`config.mk`:
```
export PLATFORM = sky130hd
export DESIGN_NAME = rdtov_element
export DESIGN_NICKNAME = d
export VERILOG_FILES = /design/src/logic/rdtov_pkg.sv /design/src/logic/rdtov_ms_tick.sv /design/src/logic/rdtov_element.sv
export VERILOG_INCLUDE_DIRS = /design/src /design/src/logic
export SDC_FILE = /design/constraint.sdc
export NUM_CORES = 1
export LEC_CHECK = 0
export ABC_AREA = 0
export BUFFER_PORTS_ARGS = -buffer_cell sky130_fd_sc_hd__buf_2
export CORE_ASPECT_RATIO = 1.2
export CORE_MARGIN = 4
export CORE_UTILIZATION = 55
export CTS_BUF_LIST = sky130_fd_sc_hd__clkbuf_8 sky130_fd_sc_hd__clkbuf_16
export CTS_CLUSTER_SIZE = 30
export DETAILED_ROUTE_END_ITERATION = 8
export PLACE_DENSITY = 0.76
export SLEW_MARGIN = 20
export SYNTH_ARGS = -nofsm -noshare
export SYNTH_HDL_FRONTEND = slang
export SYNTH_SLANG_ARGS = --single-unit
```
`constraint.sdc`:
```
create_clock -name i_core_clk -period 5.2 [get_ports i_core_clk]
set_clock_uncertainty 0.15 [all_clocks]
set_input_delay 0.52 -clock i_core_clk [delete_from_list [all_inputs] [get_ports i_core_clk]]
set_output_delay 0.52 -clock i_core_clk [all_outputs]
set_load 0.03 [all_outputs]
```
`src/logic/rdtov_defs.svh`:
```
// constants of the residual definite-time overvoltage element
`ifndef RDTOV_DEFS_SVH
`define RDTOV_DEFS_SVH

// ==========================================================
// measurement scaling
`define RDTOV_RMS_W 16
`define RDTOV_RMS_PER_PCT 16'h0064

// ==========================================================
// start threshold setting, percent of rated voltage
`define RDTOV_THR_MIN 7'h02
`define RDTOV_THR_MAX 7'h3c
`define RDTOV_THR_DEF 7'h1e

// ==========================================================
// operate delay setting, milliseconds
`define RDTOV_DELAY_MAX 16'hea60
`define RDTOV_DELAY_DEF 16'h0064

// ==========================================================
// operation and start-only defaults
`define RDTOV_OPER_DEF 1'b1
`define RDTOV_START_ONLY_DEF 1'b0

// ==========================================================
// timing
`define RDTOV_CLK_PERIOD_NS 8
`define RDTOV_MS_TIME_NS 1000000
`define RDTOV_RESET_TO_RATED_MS 60
`define RDTOV_RESET_TO_ZERO_MS 50
`define RDTOV_OPERATE_MS 50

`endif

```
`src/logic/rdtov_pkg.sv`:
```
// types of the residual definite-time overvoltage element
package rdtov_pkg;

   // ==========================================================
   // timing phase, gray coded along idle, timing, tripped
   typedef enum logic [1:0] {
      RDTOV_IDLE    = 2'h0,
      RDTOV_TIMING  = 2'h1,
      RDTOV_TRIPPED = 2'h3
   } rdtov_phase_type;

   // ==========================================================
   // settings applied by the user
   typedef struct packed {
      logic operation_setting;
      logic start_only_select;
      logic [6:0] start_threshold_pct;
      logic [15:0] operate_delay_ms;
   } rdtov_settings_type;

   // ==========================================================
   // general outputs
   typedef struct packed {
      logic general_start_out;
      logic general_trip_out;
   } rdtov_status_type;

   // ==========================================================
   // state of the element, apart from the prescaler count
   typedef struct packed {
      rdtov_phase_type phase;
      logic [15:0] ms_count;
      rdtov_status_type status;
   } rdtov_state_type;

endpackage

```
`src/logic/rdtov_ms_tick.sv`:
```
// millisecond tick divider with restart
`timescale 1ns/10ps
module rdtov_ms_tick #(
   parameter int MS_CYCLES = 125000
) (
   // clock and reset
   input wire logic i_core_clk,
   input wire logic i_reset_n,
   // control
   input wire logic i_clear,
   // tick
   output logic o_tick
);

   logic [19:0] count;
   logic [19:0] next_count;
   logic wrap;

   // one-cycle tick each time a full millisecond has elapsed
   assign wrap = (count == 20'(MS_CYCLES - 1));
   assign o_tick = wrap && !i_clear;

   // prescaler restarts from zero whenever cleared
   always_comb begin
      if (i_clear || wrap) begin
         next_count = 20'h00000;
      end else begin
         next_count = count + 20'h00001;
      end
   end

   // register
   always_ff @(posedge i_core_clk) begin
      if (!i_reset_n) begin
         count <= 20'h00000;
      end else begin
         count <= next_count;
      end
   end

endmodule

```
`src/logic/rdtov_element.sv`:
```
// residual definite-time overvoltage element: characteristic and decision logic
`timescale 1ns/10ps
`include "rdtov_defs.svh"

// Functional notes
// - start is raised while the residual voltage exceeds the threshold, and the delay runs only then.
// - the threshold is a percent of rated voltage, 2 to 60 in unit steps, default 30.
// - after start a delay of 0 to 60000 ms (default 100) is counted and then trip is raised.
// - the operation setting (Off or On, default On) suppresses general start and trip while Off.
// - with start-only set (default false) start still works but the general trip is never given.
// - an external block input disables the element so that no general start or trip is driven.
// - the general start output is the start after enable and blocking have been applied.
// - the general trip output is the timed trip gated by enable, blocking and start-only.
// - internal start and trip status feed the decision logic and also drive the observation outputs directly.
// - the element resets within 60 ms (to rated) or 50 ms (to zero); operate about 50 ms.
// - start-only at zero gives start and trip; at one gives start indication only.
module rdtov_element #(
   parameter int MS_CYCLES = `RDTOV_MS_TIME_NS / `RDTOV_CLK_PERIOD_NS
) (
   // clock and reset
   input wire logic i_core_clk,
   input wire logic i_reset_n,
   // measurement, in hundredths of a percent of rated voltage
   input wire logic [`RDTOV_RMS_W-1:0] i_residual_rms_fundamental,
   // settings
   input wire rdtov_pkg::rdtov_settings_type i_settings,
   // user blocking
   input wire logic i_block_input,
   // general outputs
   output rdtov_pkg::rdtov_status_type o_status,
   // internal status, for observation
   output logic o_residual_start_internal,
   output logic o_residual_trip_internal
);
   import rdtov_pkg::*;

   // ==========================================================
   // declarations
   rdtov_state_type state;
   rdtov_state_type next_state;
   logic [6:0] thr_pct;
   logic [15:0] thr_units;
   logic [15:0] delay_ms;
   logic above;
   logic enabled;
   logic ms_tick;
   logic tick_clear;
   logic residual_start_internal;
   logic residual_trip_internal;

   // ==========================================================
   // settings conditioning
   // threshold held to its legal range
   always_comb begin
      if (i_settings.start_threshold_pct < `RDTOV_THR_MIN) begin
         thr_pct = `RDTOV_THR_MIN;
      end else if (i_settings.start_threshold_pct > `RDTOV_THR_MAX) begin
         thr_pct = `RDTOV_THR_MAX;
      end else begin
         thr_pct = i_settings.start_threshold_pct;
      end
   end

   // threshold in measurement units
   assign thr_units = 16'({9'h000, thr_pct} * `RDTOV_RMS_PER_PCT);

   // delay held to at most its maximum
   assign delay_ms = (i_settings.operate_delay_ms > `RDTOV_DELAY_MAX) ?
                     `RDTOV_DELAY_MAX : i_settings.operate_delay_ms;

   // ==========================================================
   // characteristic
   // value from the upstream stage, same clock, no synchroniser
   // strict excess over the threshold starts the element
   assign above = (i_residual_rms_fundamental > thr_units);

   assign enabled = i_settings.operation_setting && !i_block_input;

   // prescaler restarts whenever timing is not running
   assign tick_clear = !above || !enabled;

   // millisecond time base
   rdtov_ms_tick #(
      .MS_CYCLES(MS_CYCLES)
   ) u_ms_tick (
      .i_core_clk(i_core_clk),
      .i_reset_n(i_reset_n),
      .i_clear(tick_clear),
      .o_tick(ms_tick)
   );

   // internal status signals of the characteristic
   assign residual_start_internal = above;
   // trip once the counted delay has expired while still started
   assign residual_trip_internal = above && (state.ms_count >= delay_ms);

   // ==========================================================
   // next state
   always_comb begin
      next_state = state;
      // drop below threshold or disable clears the timer
      if (tick_clear) begin
         next_state.phase = RDTOV_IDLE;
         next_state.ms_count = 16'h0000;
      end else begin
         case (state.phase)
            RDTOV_IDLE: begin
               next_state.phase = RDTOV_TIMING;
            end
            RDTOV_TIMING: begin
               if (residual_trip_internal) begin
                  next_state.phase = RDTOV_TRIPPED;
               end
            end
            RDTOV_TRIPPED: begin
               next_state.phase = RDTOV_TRIPPED;
            end
            default: begin
               next_state.phase = RDTOV_IDLE;
            end
         endcase
         // delay advances one step per millisecond while started
         if (ms_tick && (state.ms_count < delay_ms)) begin
            next_state.ms_count = state.ms_count + 16'h0001;
         end
      end
      // general start after enable and blocking
      // start falls one cycle after a drop
      next_state.status.general_start_out = enabled && residual_start_internal;
      // general trip gated by enable and blocking
      // start-only at one bars trip, at zero lets it through
      next_state.status.general_trip_out = enabled && !i_settings.start_only_select &&
                                           residual_trip_internal;
   end

   // ==========================================================
   // register
   always_ff @(posedge i_core_clk) begin
      if (!i_reset_n) begin
         state <= '0;
      end else begin
         state <= next_state;
      end
   end

   // outputs
   assign o_status = state.status;
   assign o_residual_start_internal = residual_start_internal;
   assign o_residual_trip_internal = residual_trip_internal;
endmodule

```
# Yosys cells after proc, flatten, opt, wreduce, memory -nomap -nowiden
# Index checks and enable logic that the tools add are counted.
[op_classes]
add_sub_neg = 2
n_mul = 1
n_div = 0
order_cmp = 6
n_eq_ne = 1
n_shift = 0
n_mux = 3
n_bitwise = 1
n_reduce_logical = 16
[op_table]
columns = ["operator", "count"]
rows = [
  ["20-bit by 1-bit adder with 20-bit output, second input constant", 1],
  ["20-bit by 17-bit == test with 1-bit output, second input constant", 1],
  ["16-bit by 1-bit adder with 16-bit output, second input constant", 1],
  ["16-bit greater-or-equal comparator", 1],
  ["16-bit by 14-bit > comparator with 1-bit output", 1],
  ["16-bit > comparator, second input constant", 1],
  ["16-bit less-than comparator", 1],
  ["16-bit 2-to-1 mux", 1],
  ["7-bit 2-to-1 mux", 2],
  ["7-bit by 5-bit multiplier with 12-bit output, second input constant", 1],
  ["7-bit by 6-bit > comparator with 1-bit output, second input constant", 1],
  ["1-bit logical AND", 7],
  ["7-bit by 2-bit less-than comparator with 1-bit output, second input constant", 1],
  ["1-bit zero test", 5],
  ["2-bit OR reduction", 2],
  ["1-bit logical OR", 2],
  ["1-bit NOT", 1],
]
[totals]
register_bits = 38
latch_bits = 0
mem_bits_rw = 0
romBits = 0
out_inout_bits = 4
word_cells = 34
memories = 0

# Longest topological paths before layout
# Gate-level depths: netlist of the first run.
[logic_depth]
ltp_word = 10
mapped_depth = 25

# Hierarchy
# Synthesis of the first run repeated with hierarchy kept, for this count alone.
[hier_totals]
hier_cells = 392
area_unflattened_um2 = 3250.6
[by_module_without_submodules]
columns = ["module", "instances", "cells_each", "area_each_um2", "seq_area_each_um2"]
rows = [
  ["rdtov_element", 1, 282, 2260.9, 360.3],
  ["rdtov_ms_tick", 1, 110, 989.7, 400.4],
]

# Worst setup path before layout of the first run
# No wires, ideal clock.
[synth_timing]
path_kind = "in2out"
from = "in i_settings[22] in the netlist's numbering"
to = "out o_residual_trip_internal"
arrival_time_ps = 5033
slack_ps = -503
path_stages = 17
n_path_buf = 0
cell_sequence = "or2_2 > ha_1 > ha_1 > fa_1 > ha_1 > nor2b_1 > o21a_1 > o21ai_0 > nand2b_1 > a21oi_1 > xor2_1 > ha_1 > and4_1 > nand2_1 > a31o_2 > a21boi_0 > nor2b_1"
[synth_via]
elab_chain_cells = 6
elab_cells_between_ends = 7
cone_classes = "1 x mul; 3 x order compare; 2 x mux; 1 x reduce/logical"
[synth_rtl]
columns = ["element", "line_no", "rtl"]
rows = [
  ["start: declaration", "rdtov_element.sv:26", "input wire rdtov_pkg::rdtov_settings_type i_settings,"],
  ["7-bit by 6-bit > comparator with 1-bit output (no source line)", "n/a", ""],
  ["7-bit 2-to-1 mux", "rdtov_element.sv:57", "end else if (i_settings.start_threshold_pct > `RDTOV_THR_MAX) begin"],
  ["7-bit 2-to-1 mux *", "rdtov_element.sv:55", "if (i_settings.start_threshold_pct < `RDTOV_THR_MIN) begin"],
  ["7-bit by 5-bit multiplier with 12-bit output (no source line) *", "n/a", ""],
  ["16-bit by 14-bit > comparator with 1-bit output *", "rdtov_element.sv:75", "assign above = (i_residual_rms_fundamental > thr_units);"],
  ["via o_residual_start_internal", "rdtov_element.sv:32", "output logic o_residual_start_internal,"],
  ["1-bit logical AND *", "rdtov_element.sv:95", "assign residual_trip_internal = above && (state.ms_count >= delay_ms);"],
  ["end: declaration", "rdtov_element.sv:33", "output logic o_residual_trip_internal"],
]
# Mark *: on every way through the listed nets, which the timed path passes. The rest lies on a longest branch.

# Worst setup path in the final report of the first run
[layout_timing]
from = "in i_settings[17] in the netlist's numbering"
to = "out o_residual_trip_internal"
[layout_via]
elab_chain_cells = 6
elab_cells_between_ends = 7
cone_classes = "1 x mul; 3 x order compare; 2 x mux; 1 x reduce/logical"
[layout_rtl]
columns = ["element", "line_no"]
rows = [
  ["7-bit by 6-bit > comparator with 1-bit output (no source line)", "n/a"],
  ["7-bit 2-to-1 mux", "rdtov_element.sv:57"],
  ["7-bit 2-to-1 mux *", "rdtov_element.sv:55"],
  ["7-bit by 5-bit multiplier with 12-bit output (no source line) *", "n/a"],
  ["16-bit by 14-bit > comparator with 1-bit output *", "rdtov_element.sv:75"],
  ["1-bit logical AND *", "rdtov_element.sv:95"],
]
# Every way passes the cells marked *; elsewhere a longest branch is shown, timed or not.

==> impl_results.md, run 1 <==
- Crit share post-route: 0.977
- Post-synthesis sequential area ratio: 0.234
- Vias in the first global route: approximately 2.8k
- RSZ-0062 raised after global routing: true
- # DRC: 0
- Drt total wl: 7.06 mm
- All-Layer GR Usage: 0.196
- Max_slew headroom: 0.561
- CTS tree: yes
- Clock transition at path regs: ~0.080 ns
- Vias per Instance: ~5.6
- DRT antenna net count: 0
- EDFF count, synth: 0
- Buffers on Ports: 47
- FF-to-FF End: state[14]
- R2R setup slack: approximately 2.6 ns
- Synth-to-layout area growth: 20.9%
- Synth Register Bits: 38
- Crit path DAT: around 4.4 ns
- Async S/R FF share, synth: 0
- F_max: 0.197 GHz
- Busiest layer in global routing: met2
- Die width: 78.2 µm
- Fillers: 466
- Crit path capture: o_residual_trip_internal
- MaxCap Viol Count: 0
- # nets final: roughly 550
- Worst Slack Setup Final: ~0.12 ns
- Largest net degree at the start of global routing: 37
- PD cells: around 200 nW/µm²
- First-pass GRT wire length: 11.8 mm
- # diodes: 0
- Layout cells sized above 1: 0.230
- RD Place Congestion: 0.859
- Cell Area, Placed: approximately 3600 µm²
- Drt wl/cell: roughly 13 µm
- Initial Util: 0.570
- Maximum vdd ir drop: 0.132 mV
- Critical path capture point type: primary output
- Switching part of the total: 0.325
- Clock Latency Late Sink: between 0.2 and 0.3 ns
- Seq pwr share: 0.371
- Hold Path Class: in -> reg
- Actual slew at the worst max-slew pin: between 0.6 and 0.7 ns
- Final hold vios: 0
- Critical Path Source Type: primary input
- Minimum hold slack: between 0.2 and 0.25 ns
- RR Startpoint: u_ms_tick.count[0]
- Number of placement rows: 30
- Met3 Usage GRT: 0.0344
- Final Cell Area: 3930 µm²
- Reg2Reg Depth: 7
- Total gr overflow: 0
- Initial antenna violation count: 0
- Worst-path maximum fanout: 3
- Clock power frac: 0.275
- Hold depth: 2
- Syn avg cell area: about 8 µm²
- Clk sinks: 38
- DR vias: ~3.0k
- Longest Clk Path Bufs: 2
- Post-synthesis instance total: 395
- Met2 Track Usage GR: 0.363
- Top FF cell, synth: dfxtp_1
- Max Slew Vio Count: 0
- Sw power: 255 µW
- Core footprint: between 5000 and 6000 µm²
- P_int: around 530 µW
- Die Area: roughly 7200 µm²
- Tmin final: between 5 and 6 ns
- Yosys cell types: 51
- Inserted Clock Buffers: 5
- Setup CP Type: in -> out
- # IOs: 48
- Hpwl dp: around 5.4 mm
- Hold_sp: i_settings[23]
- Place WS: -0.146 ns
- Status: complete, no violations
- CTS root buffer: clkbuf_8
- Drt pass-1 iters: 4
- Cell Area, Synth: 3250 µm²
- Setup crit start: i_settings[17]
- DR iter-0 viols: a little over 90
- Multi-input gate area: about 2500 µm²
- Ys Warns: 0
- Register area: about 760 µm²
- Comb power frac: 0.353
- Chip height: roughly 90 µm
- Pleak: approximately 1.7 nW
- CP Data Required Time: ~4.5 ns
- Final setup fails: 0
- Met1 Track Usage GR: 0.227
- H-tree depth: 2
[registers in the layout, summed over array words and instances, names as in the netlist]
name	flops
o_status	2
state	16
u_ms_tick.count	20
[power by group through the flow]
stage	clock [mW]	sequential [mW]	combinational, mW
global placement	0	0.299	0.209
detailed placement	0	0.299	0.218
floorplan	0	0.299	0.153
global route	0.232	0.292	0.318
finish	0.217	0.292	0.278
CTS	0.219	0.292	0.227
[cells by family after synthesis]
kind of cell             share of synthesized area
AO/OA/AOI/OAI                                0.104
XOR/XNOR                                    0.0673
adder cells (fa/ha/maj)                      0.224
buffers and inverters                       0.0450
flip-flops                                   0.234
multiplexers                                0.0308
other                                      0.00115
AND/OR/NAND/NOR                              0.294
[through the flow]
stage / utilization / power [mW] / TNS (ns) / instances
after floorplan: - / 0.451 / 0 / 397
after global placement: 0.634 / 0.508 / -0.0386 / 520
after global routing: 0.689 / 0.842 / -0.155 / 532
after detailed placement: 0.634 / 0.517 / -1.40 / 520
final: 0.689 / 0.786 / 0 / 532
after CTS: 0.654 / 0.738 / 0 / 529
[cells in the final DEF (no fill, tap or decap), types with 3 or more instances in the layout]
cell type,count
ha_1,50
nand2_1,45
buf_2,42
nor2_1,40
dfxtp_1,38
inv_1,19
nand2b_1,16
xor2_1,15
nand3_1,14
nand4_1,14
a21oi_1,12
buf_4,12
mux2i_1,10
xnor2_1,10
nor2b_1,7
nor4_1,7
nor3_1,7
a21o_1,6
clkbuf_8,6
o21ai_0,5
ha_4,5
a21oi_2,4
and3_1,4
and2_1,3
o311ai_0,3
o41ai_1,3
nand2_2,3
conb_1,3
buf_6,3
[cell type report]
class                           instances  share of cell area
Clock buffer                            6              0.0210
Clock inverter                          2             0.00318
Inverter                               19              0.0181
Multi-Input combinational cell        327               0.640
Sequential cell                        38               0.193
Tap cell                               80              0.0255
Timing Repair Buffer                   60              0.0990
[worst max-delay path: stages]
cell and delay (ns):
buf_8 0.11, nor4_4 0.25, nand2_1 0.12, and3_4 0.20, ha_4 0.16, ha_4 0.16, fa_1 0.58, ha_4 0.23
nor2b_4 0.12, o21a_1 0.20, o21ai_2 0.13, nand2b_1 0.07, a21oi_2 0.14, xor2_1 0.08, ha_1 0.34, and4_4 0.28
nand2_2 0.06, a31o_4 0.22, a21boi_2 0.14, nor2b_2 0.16, buf_6 0.14
[how the worst min path moves through the flow]
| stage | end | slack (ns) |
|---|---|---|
| 2_1_floorplan | u_ms_tick.count[0] | 0.26 |
| 3_3_place_gp | u_ms_tick.count[0] | 0.28 |
| 3_5_place_dp | u_ms_tick.count[0] | 0.29 |
| 4_1_cts | o_status[0] | 0.22 |
| 5_1_grt | o_status[0] | 0.25 |
| 6_report | o_status[0] | 0.22 |
[what timing repair did]
action,4_1_cts,5_1_grt
resized for setup,2,37
hold buffers,0,0
pin swaps,2,25
setup endpoints to repair,2,21
setup buffers,1,3
[Yosys cell counts, drive strengths merged (3+ instances only)]
| cell type | count | share of area |
|---|---|---|
| ha | 55 | 0.21 |
| nand2 | 48 | 0.055 |
| nor2 | 41 | 0.047 |
| dfxtp | 38 | 0.23 |
| inv | 19 | 0.022 |
| a21oi | 16 | 0.026 |
| nand2b | 16 | 0.031 |
| nand4 | 15 | 0.031 |
| xor2 | 15 | 0.040 |
| nand3 | 14 | 0.022 |
| mux2i | 10 | 0.031 |
| xnor2 | 10 | 0.027 |
| buf | 9 | 0.018 |
| nor2b | 9 | 0.017 |
| nor4 | 8 | 0.015 |
| o21ai | 8 | 0.012 |
| nor3 | 7 | 0.011 |
| a21o | 6 | 0.014 |
| and3 | 5 | 0.0096 |
| clkbuf | 4 | 0.0046 |
| o41ai | 4 | 0.011 |
| or4 | 4 | 0.012 |
| and2 | 3 | 0.0058 |
| and4 | 3 | 0.0081 |
| nor4b | 3 | 0.010 |
| o211ai | 3 | 0.010 |
| o311ai | 3 | 0.0081 |
| o31ai | 3 | 0.010 |
[per-layer routing]
metal  vias to the layer above  wire [µm]  share of wire
met4                         0        118          0.017
met2                        44       3810           0.54
met1                      1380       2900           0.41
met5                         -          0              0
li1                       1517          -              -
met3                        13        224          0.032
Power figures use the tool's default switching activity.
==> inputs of run 2 (changes only) <==
Clock period 5.2 ns to 5.93 ns, I/O delays scaled along.
==> impl_results.md, run 2 (synthesis results as in run 1) <==
- Max_slew headroom: 0.516
- Tmin final: around 5.6 ns
- Cts repair resizes: 0
- Inserted Clock Buffers: 5
- Final setup fails: 0
- DRT antenna net count: 0
- Core footprint: about 5700 µm²
- Non-Filler Instances: just over 500
- CP Data Required Time: 5.19 ns
- Vias in the first global route: approximately 2.8k
- Minimum hold slack: 0.303 ns
- Final Cell Area: 3640 µm²
- # DRC: 0
- Synth-to-layout area growth: 11.9%
- DR iter-0 viols: 100
- Sum Neg Setup Slack: 0 ns
- Hpwl dp: 5.38 mm
- Inst Count DP: between 500 and 600
- Most used cell, CP: ha_1
- Critical Path Source Type: primary input
- Max Slew Vio Count: 0
- CTS tree: yes
- Initial Util: 0.570
- CTS root buffer: clkbuf_8
- Critical path capture point type: primary output
- Actual slew at the worst max-slew pin: roughly 0.73 ns
- Crit path DAT: around 4.8 ns
- Total gr overflow: 0
- PD cells: between 150 and 200 nW/µm²
- Comb power frac: 0.275
- RSZ-0062 raised after global routing: false
- Setup CP Type: in -> out
- Drt pass-1 iters: 4
- Util after Layout: 0.638
- Longest Clk Path Bufs: 2
- # diodes: 0
- Clock power frac: 0.340
- Family with the most delay on the worst path: adder cells
- RD Place Congestion: between 0.8 and 0.9
- Drt wl/cell: approximately 13 µm
- Worst-path maximum fanout: 5
- CP max-delay cell: fa_1
- Number of placement rows: 30
- # IOs: between 40 and 50
- Buffers on Ports: 47
- Maximum vdd ir drop: around 0.13 mV
- Crit share post-route: 0.940
- Largest net degree at the start of global routing: 36
- First-pass GRT wire length: 12.0 mm
- Final hold vios: 0
- Die width: approximately 78 µm
- All-Layer GR Usage: 0.200
- Sw power: about 190 µW
- Crit path cell chain: buf_2 > or2_2 > ha_1 > ha_1 > fa_1 > ha_1 > nor2b_1 > o21a_1 > o21ai_0 > nand2b_1 > a21oi_1 > xor2_1 > ha_1 > a21oi_1 > nand2_1 > a221oi_1 > a21boi_0 > nor2b_1 > buf_2
- Post-CTS Hold Fix Bufs: 0
- Post-CTS Setup Inserts: 0
- Commonest non-fill, non-tap cells in the layout: 55 x ha_1, 48 x nand2_1, 47 x buf_2
- Max reg flops: 20
- Critical Path Max Stage Delay: around 0.46 ns
- Layout cells sized above 1: 0.155
- P_int: ~470 µW
- Top reg by flops: u_ms_tick.count
- Drt total wl: 6.70 mm
- Chip height: roughly 90 µm
- MaxCap Viol Count: 0
- Die Area: ~7000 µm²
- Pwr Total: approximately 670 µW
- Clk sinks: 38
- Vias per Instance: 5.46
- Worst Slack Setup Final: approximately 0.35 ns
- Buf/Inv on CP: 2
- Switching part of the total: 0.288
- Place WS: 0.403 ns
- # nets final: between 500 and 600
- Clock Latency Late Sink: roughly 0.3 ns
- Clock transition at path regs: 0.07 ns
- Status: complete, no violations
- Pleak: approximately 1.6 nW
- Most common cell after layout, fill and taps aside: ha_1
- Seq pwr share: 0.385
- H-tree depth: 2
- Initial antenna violation count: 0
- Hold Path Class: in -> reg
- Cell Area, Placed: 3530 µm²
- DR vias: 2,832
- F_max: between 0.15 and 0.2 GHz
[run 2: layout make-up]
type	count	area, µm²
multi-input cells	327	2350
clock buffers	6	82.6
inverters	19	71.3
flip-flops and latches	38	761
well taps	80	100
repair buffers	48	243
fillers	513	2070
clock inverters	1	30.0
[run 2: routing by layer]
| metal | vias to the layer above | share of wire | GRT usage |
|---|---|---|---|
| met5 | - | 0 | 0 |
| met4 | 0 | 0.014 | 0.0452 |
| met3 | 11 | 0.034 | 0.0462 |
| met2 | 44 | 0.53 | 0.355 |
| met1 | 1283 | 0.43 | 0.243 |
| li1 | 1494 | - | - |
[run 2: final timing paths]
check | depth (start not counted) | from | slack (ns) | endpoint
worst max register to register | 7 | u_ms_tick.count[0] | 3.27 | state[9]
worst min-delay path | 2 | i_settings[23] | 0.30 | o_status[0]
worst min register to register | 1 | u_ms_tick.count[0] | 0.31 | u_ms_tick.count[0]
worst max-delay path | 19 | i_settings[22] | 0.35 | o_residual_trip_internal
[run 2: power by group through the flow]
stage | Combinational [mW] | Sequential (mW) | Clock [mW]
final | 0.183 | 0.256 | 0.226
after global routing | 0.211 | 0.256 | 0.243
after CTS | 0.185 | 0.256 | 0.233
after detailed placement | 0.182 | 0.262 | 0
after global placement | 0.175 | 0.262 | 0
after floorplan | 0.133 | 0.262 | 0
